### src/rtl/cpuals_regs.vh
// register offsets, field positions and reset values of the alu datapath
`ifndef CPUALS_REGS_VH
`define CPUALS_REGS_VH
// apb byte addresses (chosen)
`define CPUALS_STATUS_ADDR 12'h000
`define CPUALS_CONTROL_ADDR 12'h004
`define CPUALS_INTCTL_ADDR 12'h008
`define CPUALS_DIVRES_ADDR 12'h00c
// status word fields
`define CPUALS_SR_CARRY 0
`define CPUALS_SR_ZERO 1
`define CPUALS_SR_WRAP 2
`define CPUALS_SR_NEG 3
`define CPUALS_SR_REPEAT 4
`define CPUALS_SR_IPL_LO 5
`define CPUALS_SR_IPL_HI 7
`define CPUALS_SR_HALF 8
`define CPUALS_SR_RESET 16'h0000
// control word fields
`define CPUALS_CC_IPLX 3
`define CPUALS_CC_RSVD 2
`define CPUALS_IPL_MASKED 3'h7
// interrupt control one field
`define CPUALS_IC_NEST 15
// alu opcodes
`define CPUALS_OP_ADD 4'h0
`define CPUALS_OP_SUB 4'h1
`define CPUALS_OP_AND 4'h2
`define CPUALS_OP_OR 4'h3
`define CPUALS_OP_XOR 4'h4
`define CPUALS_OP_ASR 4'h5
`define CPUALS_OP_LSR 4'h6
`define CPUALS_OP_SL 4'h7
`define CPUALS_OP_MOV 4'h8
// multiply modes
`define CPUALS_MUL_SS 3'h0
`define CPUALS_MUL_UU 3'h1
`define CPUALS_MUL_SU 3'h2
`define CPUALS_MUL_US 3'h3
`define CPUALS_MUL_SLIT 3'h4
`define CPUALS_MUL_ULIT 3'h5
`define CPUALS_MUL_BYTE 3'h6
// divider iteration count, one per divisor bit
`define CPUALS_DIV_STEPS 5'd16
`endif

### src/rtl/cpuals_datapath.v
// 16-bit alu, status word, multiplier, divider and shifter of the cpu
// Operation
// RQ1 - half carry from bit 3 or bit 7
// RQ2 - three-bit priority level, 111 masks interrupts
// RQ3 - nesting disable makes priority level read-only
// RQ4 - priority extension bit, software may only clear
// RQ5 - repeat flag reads loop activity
// RQ6 - negative flag follows result sign
// RQ7 - overflow flag on signed overflow
// RQ8 - zero flag cleared only by non-zero result
// RQ9 - 16-bit two's complement alu, selective flags
// RQ10 - carry flags mean no borrow on subtract
// RQ11 - byte or word operations, any operand source
// RQ12 - multiplier with seven sign modes
// RQ13 - signed and unsigned 32/16 and 16/16 divide
// RQ14 - quotient to register zero, remainder register one
// RQ15 - divisor any register, dividend even pair
// RQ16 - one cycle per divisor bit
// RQ17 - barrel shift up to fifteen in one cycle
// RQ18 - multibit shifts register to register only
// RQ19 - arithmetic right, logical right, left shifts
// RQ20 - reserved control bit reads one, others zero
// RQ21 - full-width sign-correct products
`timescale 1ns/1ps
`include "cpuals_regs.vh"

module cpuals_datapath #(
	parameter DATA_WIDTH = 16
) (
	input wire clock,
	input wire reset,
	// apb slave
	input wire psel,
	input wire penable,
	input wire pwrite,
	input wire [11:0] paddr,
	input wire [31:0] pwdata,
	output wire pready,
	output wire [31:0] prdata,
	output wire pslverr,
	// alu request from the decoder
	input wire alu_valid,
	input wire [3:0] alu_op,
	input wire byte_mode,
	input wire [15:0] operand_a,
	input wire [15:0] operand_b,
	input wire [3:0] shift_count,
	input wire shift_to_memory,
	input wire carry_in_use,
	output reg [15:0] alu_result,
	output reg alu_done,
	output reg alu_refused,
	// multiplier
	input wire mul_valid,
	input wire [2:0] mul_mode,
	input wire [15:0] mul_a,
	input wire [15:0] mul_b,
	input wire [4:0] mul_literal,
	output reg [31:0] mul_product,
	output reg mul_done,
	// divider; dividend pair and divisor read from the register file
	input wire div_start,
	input wire div_signed,
	input wire div_long,
	input wire [3:0] div_pair_index,
	input wire [3:0] div_divisor_index,
	output reg [3:0] reg_read_index_a,
	output reg [3:0] reg_read_index_b,
	output reg [3:0] reg_read_index_c,
	input wire [15:0] reg_read_a,
	input wire [15:0] reg_read_b,
	input wire [15:0] reg_read_c,
	output wire div_busy,
	output reg div_done,
	output reg [15:0] working_register_zero,
	output reg [15:0] working_register_one,
	// loop state from the sequencer
	input wire repeat_active,
	output wire [3:0] effective_priority
);

	reg [15:0] status;
	reg priority_level_extension;
	reg nesting_disable;
	wire [2:0] cpu_priority_level;
	assign cpu_priority_level = status[`CPUALS_SR_IPL_HI:`CPUALS_SR_IPL_LO];

	////////////////////////////////////////////////////////////////////
	// combinational alu
	reg [16:0] wide;
	reg [4:0] nib;
	reg [8:0] low_byte;
	reg [15:0] res;
	reg c_out, h_out, v_out, arith, logic_op;
	reg [15:0] a_eff, b_eff;
	wire [7:0] asr_byte = $signed(operand_a[7:0]) >>> shift_count;
	wire [15:0] asr_word = $signed(operand_a) >>> shift_count;
	always @* begin
		wide = 17'h00000;
		nib = 5'h00;
		low_byte = 9'h000;
		c_out = 1'b0;
		h_out = 1'b0;
		v_out = 1'b0;
		arith = 1'b0;
		logic_op = 1'b0;
		a_eff = byte_mode ? {8'h00, operand_a[7:0]} : operand_a; // RQ11
		b_eff = byte_mode ? {8'h00, operand_b[7:0]} : operand_b;
		res = 16'h0000;
		case (alu_op)
		`CPUALS_OP_ADD, `CPUALS_OP_SUB: begin
			arith = 1'b1;
			// subtract as a + ~b + 1, so carry means no borrow
			if (alu_op == `CPUALS_OP_SUB)
				b_eff = byte_mode ? {8'h00, ~operand_b[7:0]} : ~operand_b;
			wide = {1'b0, a_eff} + {1'b0, b_eff} +
				{16'h0000, alu_op == `CPUALS_OP_SUB}; // RQ10 RQ9
			nib = {1'b0, a_eff[3:0]} + {1'b0, b_eff[3:0]} +
				{4'h0, alu_op == `CPUALS_OP_SUB};
			low_byte = {1'b0, a_eff[7:0]} + {1'b0, b_eff[7:0]} +
				{8'h00, alu_op == `CPUALS_OP_SUB};
			res = byte_mode ? {8'h00, wide[7:0]} : wide[15:0];
			c_out = byte_mode ? low_byte[8] : wide[16];
			h_out = byte_mode ? nib[4] : low_byte[8]; // RQ1
			v_out = byte_mode ?
				(a_eff[7] == b_eff[7]) && (res[7] != a_eff[7]) :
				(a_eff[15] == b_eff[15]) && (res[15] != a_eff[15]); // RQ7
		end
		`CPUALS_OP_AND: begin
			res = a_eff & b_eff;
			logic_op = 1'b1;
		end
		`CPUALS_OP_OR: begin
			res = a_eff | b_eff;
			logic_op = 1'b1;
		end
		`CPUALS_OP_XOR: begin
			res = a_eff ^ b_eff;
			logic_op = 1'b1;
		end
		// single-cycle barrel shifts, 0..15 places
		`CPUALS_OP_ASR: begin
			res = byte_mode ? {8'h00, asr_byte} : asr_word; // RQ17 RQ19
			logic_op = 1'b1;
		end
		`CPUALS_OP_LSR: begin
			res = byte_mode ? {8'h00, operand_a[7:0] >> shift_count} :
				operand_a >> shift_count; // RQ19
			logic_op = 1'b1;
		end
		`CPUALS_OP_SL: begin
			res = byte_mode ? {8'h00, operand_a[7:0] << shift_count} :
				operand_a << shift_count; // RQ17 RQ19
			logic_op = 1'b1;
		end
		`CPUALS_OP_MOV: begin
			res = a_eff;
			logic_op = 1'b1;
		end
		default: res = 16'h0000;
		endcase
	end
	wire shift_op;
	assign shift_op = (alu_op == `CPUALS_OP_ASR) ||
		(alu_op == `CPUALS_OP_LSR) || (alu_op == `CPUALS_OP_SL);
	// a shift aimed at memory is refused, registers only
	wire alu_ok;
	assign alu_ok = alu_valid && !(shift_op && shift_to_memory); // RQ18
	wire res_neg;
	wire res_zero;
	assign res_neg = byte_mode ? res[7] : res[15];
	assign res_zero = byte_mode ? (res[7:0] == 8'h00) : (res == 16'h0000);
	// multi-word add with carry keeps a zero flag cleared
	wire next_zero;
	assign next_zero = carry_in_use ? (status[`CPUALS_SR_ZERO] & res_zero) :
		res_zero; // RQ8

	////////////////////////////////////////////////////////////////////
	// multiplier: operands widened to 17 bits by sign mode
	reg [16:0] m_a, m_b;
	always @* begin
		m_a = {1'b0, mul_a};
		m_b = {1'b0, mul_b};
		case (mul_mode)
		`CPUALS_MUL_SS: begin
			m_a = {mul_a[15], mul_a};
			m_b = {mul_b[15], mul_b};
		end
		`CPUALS_MUL_SU: m_a = {mul_a[15], mul_a};
		`CPUALS_MUL_US: m_b = {mul_b[15], mul_b};
		`CPUALS_MUL_SLIT: begin
			m_a = {mul_a[15], mul_a};
			m_b = {12'h000, mul_literal};
		end
		`CPUALS_MUL_ULIT: m_b = {12'h000, mul_literal};
		`CPUALS_MUL_BYTE: begin
			m_a = {9'h000, mul_a[7:0]};
			m_b = {9'h000, mul_b[7:0]};
		end
		default: m_a = {1'b0, mul_a};
		endcase
	end
	wire signed [33:0] m_full;
	assign m_full = $signed(m_a) * $signed(m_b); // RQ12
	wire [31:0] m_trim;
	assign m_trim = (mul_mode == `CPUALS_MUL_BYTE) ?
		{16'h0000, m_full[15:0]} : m_full[31:0]; // RQ21

	////////////////////////////////////////////////////////////////////
	// divider: restoring on magnitudes, 16 steps for both sizes
	localparam DIV_IDLE = 2'd0;
	localparam DIV_LOAD = 2'd1;
	localparam DIV_RUN = 2'd2;
	localparam DIV_DONE = 2'd3;
	reg [1:0] div_state;
	reg [4:0] div_count;
	reg [31:0] dvd_mag;
	reg [15:0] dsr_mag;
	reg [16:0] part_rem;
	reg [15:0] quo;
	reg neg_quo, neg_rem, is_signed, is_long;
	assign div_busy = (div_state != DIV_IDLE);
	// registers read: dividend low=even, high=odd, divisor any
	always @* begin
		reg_read_index_a = {div_pair_index[3:1], 1'b0}; // RQ15
		reg_read_index_b = {div_pair_index[3:1], 1'b1};
		reg_read_index_c = div_divisor_index;
	end
	wire [31:0] dvd_raw;
	assign dvd_raw = is_long ? {reg_read_b, reg_read_a} :
		(is_signed ? {{16{reg_read_a[15]}}, reg_read_a} :
		{16'h0000, reg_read_a}); // RQ13
	wire [31:0] dvd_neg = -dvd_raw;
	wire [16:0] trial;
	wire [17:0] shifted;
	assign shifted = {part_rem, dvd_mag[31]};
	assign trial = shifted[16:0] - {1'b0, dsr_mag};
	wire fits;
	assign fits = shifted >= {2'b00, dsr_mag};
	// the partial remainder starts with the high half preloaded so that
	// only 16 steps are needed; quotient must fit in 16 bits
	always @(posedge clock) begin
		if (reset) begin
			div_state <= DIV_IDLE;
			div_count <= 5'd0;
			dvd_mag <= 32'h00000000;
			dsr_mag <= 16'h0000;
			part_rem <= 17'h00000;
			quo <= 16'h0000;
			neg_quo <= 1'b0;
			neg_rem <= 1'b0;
			is_signed <= 1'b0;
			is_long <= 1'b0;
			div_done <= 1'b0;
			working_register_zero <= 16'h0000;
			working_register_one <= 16'h0000;
		end else begin
			div_done <= 1'b0;
			case (div_state)
			DIV_IDLE: if (div_start) begin
				is_signed <= div_signed;
				is_long <= div_long;
				div_state <= DIV_LOAD;
			end
			DIV_LOAD: begin
				neg_quo <= is_signed & (dvd_raw[31] ^ reg_read_c[15]);
				neg_rem <= is_signed & dvd_raw[31];
				dsr_mag <= (is_signed && reg_read_c[15]) ?
					-reg_read_c : reg_read_c;
				if (is_signed && dvd_raw[31]) begin
					dvd_mag <= {dvd_neg[15:0], 16'h0000};
					part_rem <= {1'b0, dvd_neg[31:16]};
				end else begin
					dvd_mag <= {dvd_raw[15:0], 16'h0000};
					part_rem <= {1'b0, dvd_raw[31:16]};
				end
				div_count <= `CPUALS_DIV_STEPS;
				div_state <= DIV_RUN;
			end
			DIV_RUN: begin
				part_rem <= fits ? trial : shifted[16:0];
				quo <= {quo[14:0], fits};
				dvd_mag <= {dvd_mag[30:0], 1'b0};
				div_count <= div_count - 5'd1; // RQ16
				if (div_count == 5'd1)
					div_state <= DIV_DONE;
			end
			DIV_DONE: begin
				working_register_zero <= neg_quo ? -quo : quo; // RQ14
				working_register_one <= neg_rem ?
					-part_rem[15:0] : part_rem[15:0]; // RQ14
				div_done <= 1'b1;
				div_state <= DIV_IDLE;
			end
			default: div_state <= DIV_IDLE;
			endcase
		end
	end

	////////////////////////////////////////////////////////////////////
	// apb decode; one-cycle access, pready always high
	wire wr_en;
	assign wr_en = psel && penable && pwrite;
	assign pready = 1'b1;
	assign pslverr = 1'b0;
	wire [15:0] control_word;
	assign control_word = {12'h000, priority_level_extension, 1'b1,
		2'b00}; // RQ20
	reg [15:0] rd_mux;
	always @* begin
		case (paddr)
		`CPUALS_STATUS_ADDR: rd_mux = {status[15:5], repeat_active,
			status[3:0]}; // RQ5
		`CPUALS_CONTROL_ADDR: rd_mux = control_word;
		`CPUALS_INTCTL_ADDR: rd_mux = {nesting_disable, 15'h0000};
		`CPUALS_DIVRES_ADDR: rd_mux = working_register_zero;
		default: rd_mux = 16'h0000;
		endcase
	end
	assign prdata = {16'h0000, rd_mux};
	assign effective_priority = {priority_level_extension,
		cpu_priority_level}; // RQ2

	////////////////////////////////////////////////////////////////////
	// status word: alu flags win over a software write in the same cycle
	always @(posedge clock) begin
		if (reset) begin
			status <= `CPUALS_SR_RESET;
			priority_level_extension <= 1'b0;
			nesting_disable <= 1'b0;
			alu_result <= 16'h0000;
			alu_done <= 1'b0;
			alu_refused <= 1'b0;
			mul_product <= 32'h00000000;
			mul_done <= 1'b0;
		end else begin
			alu_done <= alu_ok;
			alu_refused <= alu_valid && !alu_ok;
			mul_done <= mul_valid;
			if (mul_valid)
				mul_product <= m_trim;
			if (wr_en && paddr == `CPUALS_STATUS_ADDR) begin
				status[`CPUALS_SR_HALF] <= pwdata[`CPUALS_SR_HALF];
				status[3:0] <= pwdata[3:0];
				if (!nesting_disable) // RQ3
					status[7:5] <= pwdata[7:5];
			end
			// extension bit: writing zero clears, one is ignored
			if (wr_en && paddr == `CPUALS_CONTROL_ADDR &&
				!pwdata[`CPUALS_CC_IPLX])
				priority_level_extension <= 1'b0; // RQ4
			if (wr_en && paddr == `CPUALS_INTCTL_ADDR)
				nesting_disable <= pwdata[`CPUALS_IC_NEST];
			if (alu_ok) begin
				alu_result <= res;
				status[`CPUALS_SR_NEG] <= res_neg; // RQ6
				status[`CPUALS_SR_ZERO] <= next_zero; // RQ8
				if (arith) begin
					status[`CPUALS_SR_CARRY] <= c_out; // RQ10
					status[`CPUALS_SR_HALF] <= h_out; // RQ1
					status[`CPUALS_SR_WRAP] <= v_out; // RQ7
				end
			end
			status[15:9] <= 7'h00;
			status[`CPUALS_SR_REPEAT] <= 1'b0;
		end
	end

endmodule // cpuals_datapath

### config.mk
export PLATFORM = sky130hd
export DESIGN_NAME = cpuals_datapath
export DESIGN_NICKNAME = d
export VERILOG_FILES = /design/src/rtl/cpuals_datapath.v
export VERILOG_INCLUDE_DIRS = /design/src /design/src/rtl
export SDC_FILE = /design/constraint.sdc
export NUM_CORES = 2
export LEC_CHECK = 0
export BUFFER_PORTS_ARGS = -buffer_cell sky130_fd_sc_hd__buf_4
export CORE_MARGIN = 2
export CORE_UTILIZATION = 55
export CTS_BUF_LIST = sky130_fd_sc_hd__clkbuf_16
export CTS_CLUSTER_SIZE = 20
export DETAILED_ROUTE_END_ITERATION = 10
export GPL_TIMING_DRIVEN = 0
export PLACE_DENSITY = 0.79
export RECOVER_POWER = 25
export SYNTH_ARGS = -nofsm -noshare
export SYNTH_HDL_FRONTEND = slang
export SYNTH_SLANG_ARGS = --single-unit
### constraint.sdc
create_clock -name clock -period 7.8 [get_ports clock]
set_input_delay 1.56 -clock clock [delete_from_list [all_inputs] [get_ports clock]]
set_output_delay 1.56 -clock clock [all_outputs]
set_load 0.03 [all_outputs]
* Yosys cells after proc, flatten, opt, wreduce, memory -nomap -nowiden
Index checks and enable logic that the tools add are counted.
** Cells by class
- Equal/unequal tests :: 26
- Reductions and logical operators :: 31
- Mux-type cells :: 47
- Add/sub/neg operators :: 12
- Multipliers :: 1
- $lt $le $gt $ge :: 1
- Bitwise gates (word level) :: 10
- Shifts and indexed selects :: 6
** Operators with widths (count)
- $mux 16 :: 13
- $mux 32 :: 4
- $pmux 16 s8 :: 1
- $pmux 17 s2 :: 2
- $pmux 16 s4 :: 1
- $pmux 32 s2 :: 1
- $pmux 17 s3 :: 1
- $neg 16->16 :: 3
- $mul 17x17->32 :: 1
- $neg 32->32 :: 1
- $eq 12x4->1 const B :: 2
- $ge 18x16->1 :: 1
- $add 16x16->17 :: 1
- $add 17x1->17 :: 1
- $mux 17 :: 1
- $sub 17x16->17 :: 1
- $and 16x16->16 :: 1
- $eq 4x3->1 const B :: 4
- $logic_not 16->1 :: 1
- $not 16->16 :: 1
- $or 16x16->16 :: 1
- $shl 16x4->16 :: 1
- $shr 16x4->16 :: 1
- $sshr 16x4->16 :: 1
- other kinds (43) :: 88
** Word-level totals
- Register bits after elaboration :: 193
- Logic and storage cells :: 157

* Longest topological paths before layout
- Depth in word-level cells :: 13
- Gate-level depth with buffers :: 28
- Gate-level depth less buffers :: 26

* Worst setup path after synthesis
No wires, ideal clock.
- Kind :: input port to flip-flop
- Start point :: input mul_mode[2]
- End point :: register mul_product[28]
- Setup time :: 0.129 ns
- Arrival time :: 7.966 ns
- Data required time :: 7.671 ns
- Slack :: -0.295 ns
- Buffers on the path :: 2
- Stages :: 23
- Path through :: nor2b_1 -> clkbuf_1 -> mux2i_1 -> clkbuf_1 -> nor2_1 -> ha_1 -> fa_1 -> inv_1 -> fa_1 -> inv_1 -> fa_1 -> inv_1 -> fa_1 -> inv_1 -> ha_1 -> and3_1 -> a221oi_1 -> o21ai_0 -> o31ai_1 -> o211ai_1 -> a21oi_1 -> xor2_1 -> o21ai_0
** Between the ends
- Word-level cells in the longest chain between the ends :: 5
** RTL lines
- start, declared :: line cpuals_datapath.v:55 : input wire [2:0] mul_mode,
- $eq 3x3->1, or another cell as far along :: line cpuals_datapath.v:184 : case (mul_mode)
- $reduce_or 3->1 (no source line) or $reduce_or 2->1 (tied branches)
- $pmux 17 s2 or $pmux 17 s3 (tied branches) :: line cpuals_datapath.v:184
- $mul 17x17->32 :: line cpuals_datapath.v:204 : assign m_full = $signed(m_a) * $signed(m_b);
- $mux 32 * :: line cpuals_datapath.v:206 : assign m_trim = (mul_mode == `CPUALS_MUL_BYTE) ?
- end signal, assigned :: line cpuals_datapath.v:341 : mul_product <= m_trim;
- end, declared :: line cpuals_datapath.v:59 : output reg [31:0] mul_product,
Every way passes the cells marked *; elsewhere a longest branch is shown, timed or not.
A chain may end at the register's enable or synchronous reset.

* Worst setup path after layout
- Start point :: input mul_mode[1]
- End point :: register mul_product[31]
Same word-level chain as after synthesis.

==> out/metrics.cfg <==
[outcome]
status = complete, no violations

[sta]
clock.fmax_mhz = 131.4
final.period_utilization_pct = 97.60
slew_violations = 0
hold_viol = 0
finalSetupTns_ps = 0
min_period_ps = 7613
hold_ws_ps = 465.4
tightest_slew_ps = 1329
relSlewSlack_pct = 10.17
finClkSkew_ps = 10.92
setup_violations = 0

[yosys]
synth_cell_types = 91
synth_adder_area_share_pct = 30.76
synthTopCellsByArea = fa_1 23%, dfxtp_1 14%, ha_1 7.9%
synth-edff-count = 0
synthArstFlopShare_pct = 0
synth-seq-area-share_pct = 13.60
synth.area.mux_share_pct = 6.464
syn_avg_cell_area_um2 = 8.054
yosys.area.top_type_share_pct = 22.86
yosys.area_share.simple_pct = 19.34
synth_area_um2 = 24870
synth_top_family_by_area = adder cells
yosys_most_used_dff = dfxtp_1
yosys_register_bits = 169
yosysTopAreaCell = fa_1
synth_cells = 3088
synth-xor-area-share_pct = 4.930
yosys_warnings = 0
synth-compound-area-share_pct = 14.61

[setup_path]
cp_num_buf_inv = 6
critPathKind = in -> reg
startpoint_type = primary input
cp_max_fo = 10
worst_path_most_repeated_cell = fa_1
critical_path_required_ps = 8130
critPathCaptureType = register
path_delay_family = adder cells
r2r_slack_ps = 4110
cp.arrival_ps = 7940
cpMaxStageDelayCell = fa_1
cpPeakStageDelay_ps = 540

[clocking]
htreeDepth = 4
cts.sinks = 169
cts_tree = done
clk_latency_ps = 460
clockRootBuffer = clkbuf_16
path_clk_slew_ps = 80
cts_buffers = 17
ctsHoldBuffers = 0
cts_buffer_depth = 2

[floorplanning]
core_area_um2 = 44410
die_w_um = 216.7
rows = 77
die_h_um = 216.7
initial_core_util_pct = 56.00
io_pins = 329
die_area_um2 = 46940

[finish]
drive_above_1_share_pct = 13.44
seqCellArea_um2 = 3383
final_cell_count_no_fill = 4008
design_area_um2 = 28800
multi_input_area_um2 = 19400
area_growth_pct = 15.79
final_core_util_pct = 64.84
nFillCells = 3862
nets = 4037

[pwr]
p_per_area_nw_per_um2 = 353.7
power_leakage_nw = 13.18
ir_drop_v = 0.0005326

[detailed_routing]
viasPerCell = 5.936
first_iter_violations = 2210
drc = 0
drt-pass1-iter-count = 7
wl_um = 80990
vias = 23791
drtAntennaViolNets = 0
wire_per_inst_um = 20.21

[min_path]
hold_path_class = reg -> reg

[global_routing]
grt_pass1_vias = 22841
globalRoute.totalOverflow = 0
grt_util_all_layers_pct = 33.92
antenna_found_initial = 1
grt_max_degree = 22
grt_pass1_wl_um = 125300

[placed_design]
dp.cells = 3972
io_buffer_count = 272
dp_hpwl_um = 65390
place_congestion = 1.010
post_dp_cell_area_um2 = 27760

[job]
max_cap_violations = 0

-- cells in the final DEF, fill, tap and decap left out, drive strengths merged, types with 9 or more instances in the layout --
cell type | netlist | routed
xor2 | 66 | 66
nor3 | 43 | 43
o21bai | 9 | 9
a22oi | 11 | 11
a211o | 9 | 9
o211ai | 18 | 18
o21a | 16 | 16
o22ai | 9 | 9
inv | 434 | 442
xnor2 | 74 | 74
or4 | 9 | 9
nand3 | 44 | 44
fa | 284 | 284
dfxtp | 169 | 169
nand2b | 36 | 36
a221oi | 10 | 10
nand2 | 312 | 312
and2 | 63 | 63
nor4 | 14 | 14
ha | 157 | 157
or2 | 10 | 10
a211oi | 66 | 66
mux4 | 14 | 14
nor2 | 339 | 339
a21o | 20 | 20
mux2i | 98 | 98
a31oi | 22 | 22
o21ai | 106 | 106
conb | 2 | 21
nor2b | 55 | 55
nand4 | 14 | 14
clkbuf | 121 | 177
or3 | 19 | 19
nand3b | 10 | 10
a22o | 14 | 14
a21oi | 125 | 125
and3 | 39 | 39
o31ai | 21 | 21
mux2 | 27 | 27
buf | 72 | 309
-- flip-flops by register name, indices dropped and copies added, names as in the netlist, 2 cells and up --
signal,flops
alu_result,16
div_count,5
div_state,2
dsr_mag,16
dvd_mag,16
mul_product,32
part_rem,17
quo,16
status,8
working_register_one,16
working_register_zero,16
-- stage by stage --
step	total power, mW	setup slack [ps]
floorplan	6.861	2.337
global placement	8.509	-1644
detailed placement	8.614	-1726
CTS	9.784	2.485
global route	11.17	-23.94
finish	10.19	187.0
-- what timing repair did --
| item | in CTS | in global routing |
|---|---|---|
| buffers inserted | 4 | 15 |
| endpoints found under the setup margin | 11 | 10 |
| pin swaps | 4 | 19 |
| resized for setup | 83 | 79 |
-- cell type report --
class	instances	area share, %
multi-input combinational	2310	67.38
sequential	169	11.75
timing repair buffer	292	7.021
inverter	435	5.670
buffer	177	3.393
tap	592	2.572
clock buffer	17	1.477
clock inverter	15	0.7342
antenna	1	0.008689
-- worst paths after layout --
path | start | endpoint | depth (start not counted)
hold / removal | alu_result[13] | alu_result[13] | 2
setup / recovery | mul_mode[1] | mul_product[31] | 26
setup reg to reg | part_rem[8] | part_rem[10] | 12
hold reg to reg | alu_result[13] | alu_result[13] | 2
-- routing by layer --
| metal | wire [um] | global-route usage, % |
|---|---|---|
| met3 | 7956 | 6.849 |
| met2 | 36760 | 53.41 |
| met4 | 3569 | 13.11 |
| met5 | 0 | 0 |
| met1 | 32700 | 45.97 |
-- kinds of logic after synthesis --
kind of cell | Yosys count
AOI/OAI and AO/OA | 538
xor gates and xnor gates | 140
adders and majority gates | 441
buffers and inverters | 628
DFF | 169
muxes | 139
other | 2
and+or+nand+nor | 1031
-- cell usage after synthesis, drive strengths merged, types with 14 or more instances --
library cell / instances
nand4: 14
xor2: 66
a22o: 14
o31ai: 21
ha: 157
mux4: 14
mux2i: 98
nand2b: 36
a21o: 20
and3: 39
nand3: 44
o21ai: 106
mux2: 27
a21oi: 125
clkbuf: 121
o211ai: 18
a31oi: 22
nor4: 14
a211oi: 66
nor2: 339
and2: 63
o21a: 16
nor3: 43
dfxtp: 169
xnor2: 74
nor2b: 55
inv: 434
nand2: 312
or3: 19
fa: 284
buf: 72
-- power breakdown --
| group | total (mW) | internal, mW | switching (mW) |
|---|---|---|---|
| Clock | 0.908 | 0.447 | 0.461 |
| Combinational | 8.04 | 3.36 | 4.67 |
| Sequential | 1.24 | 1.05 | 0.189 |
-- worst reg2reg max path, cell delays in order (launching register included) --
cell	delay, ps
dfxtp_1	440
ha_1	330
clkbuf_1	280
nand4_1	150
or4_1	550
nand3b_1	230
a21oi_1	190
nor2_1	190
buf_2	240
buf_1	350
nand2_1	150
a311oi_1	390
a31o_2	150
Power figures use the tool's default switching activity.
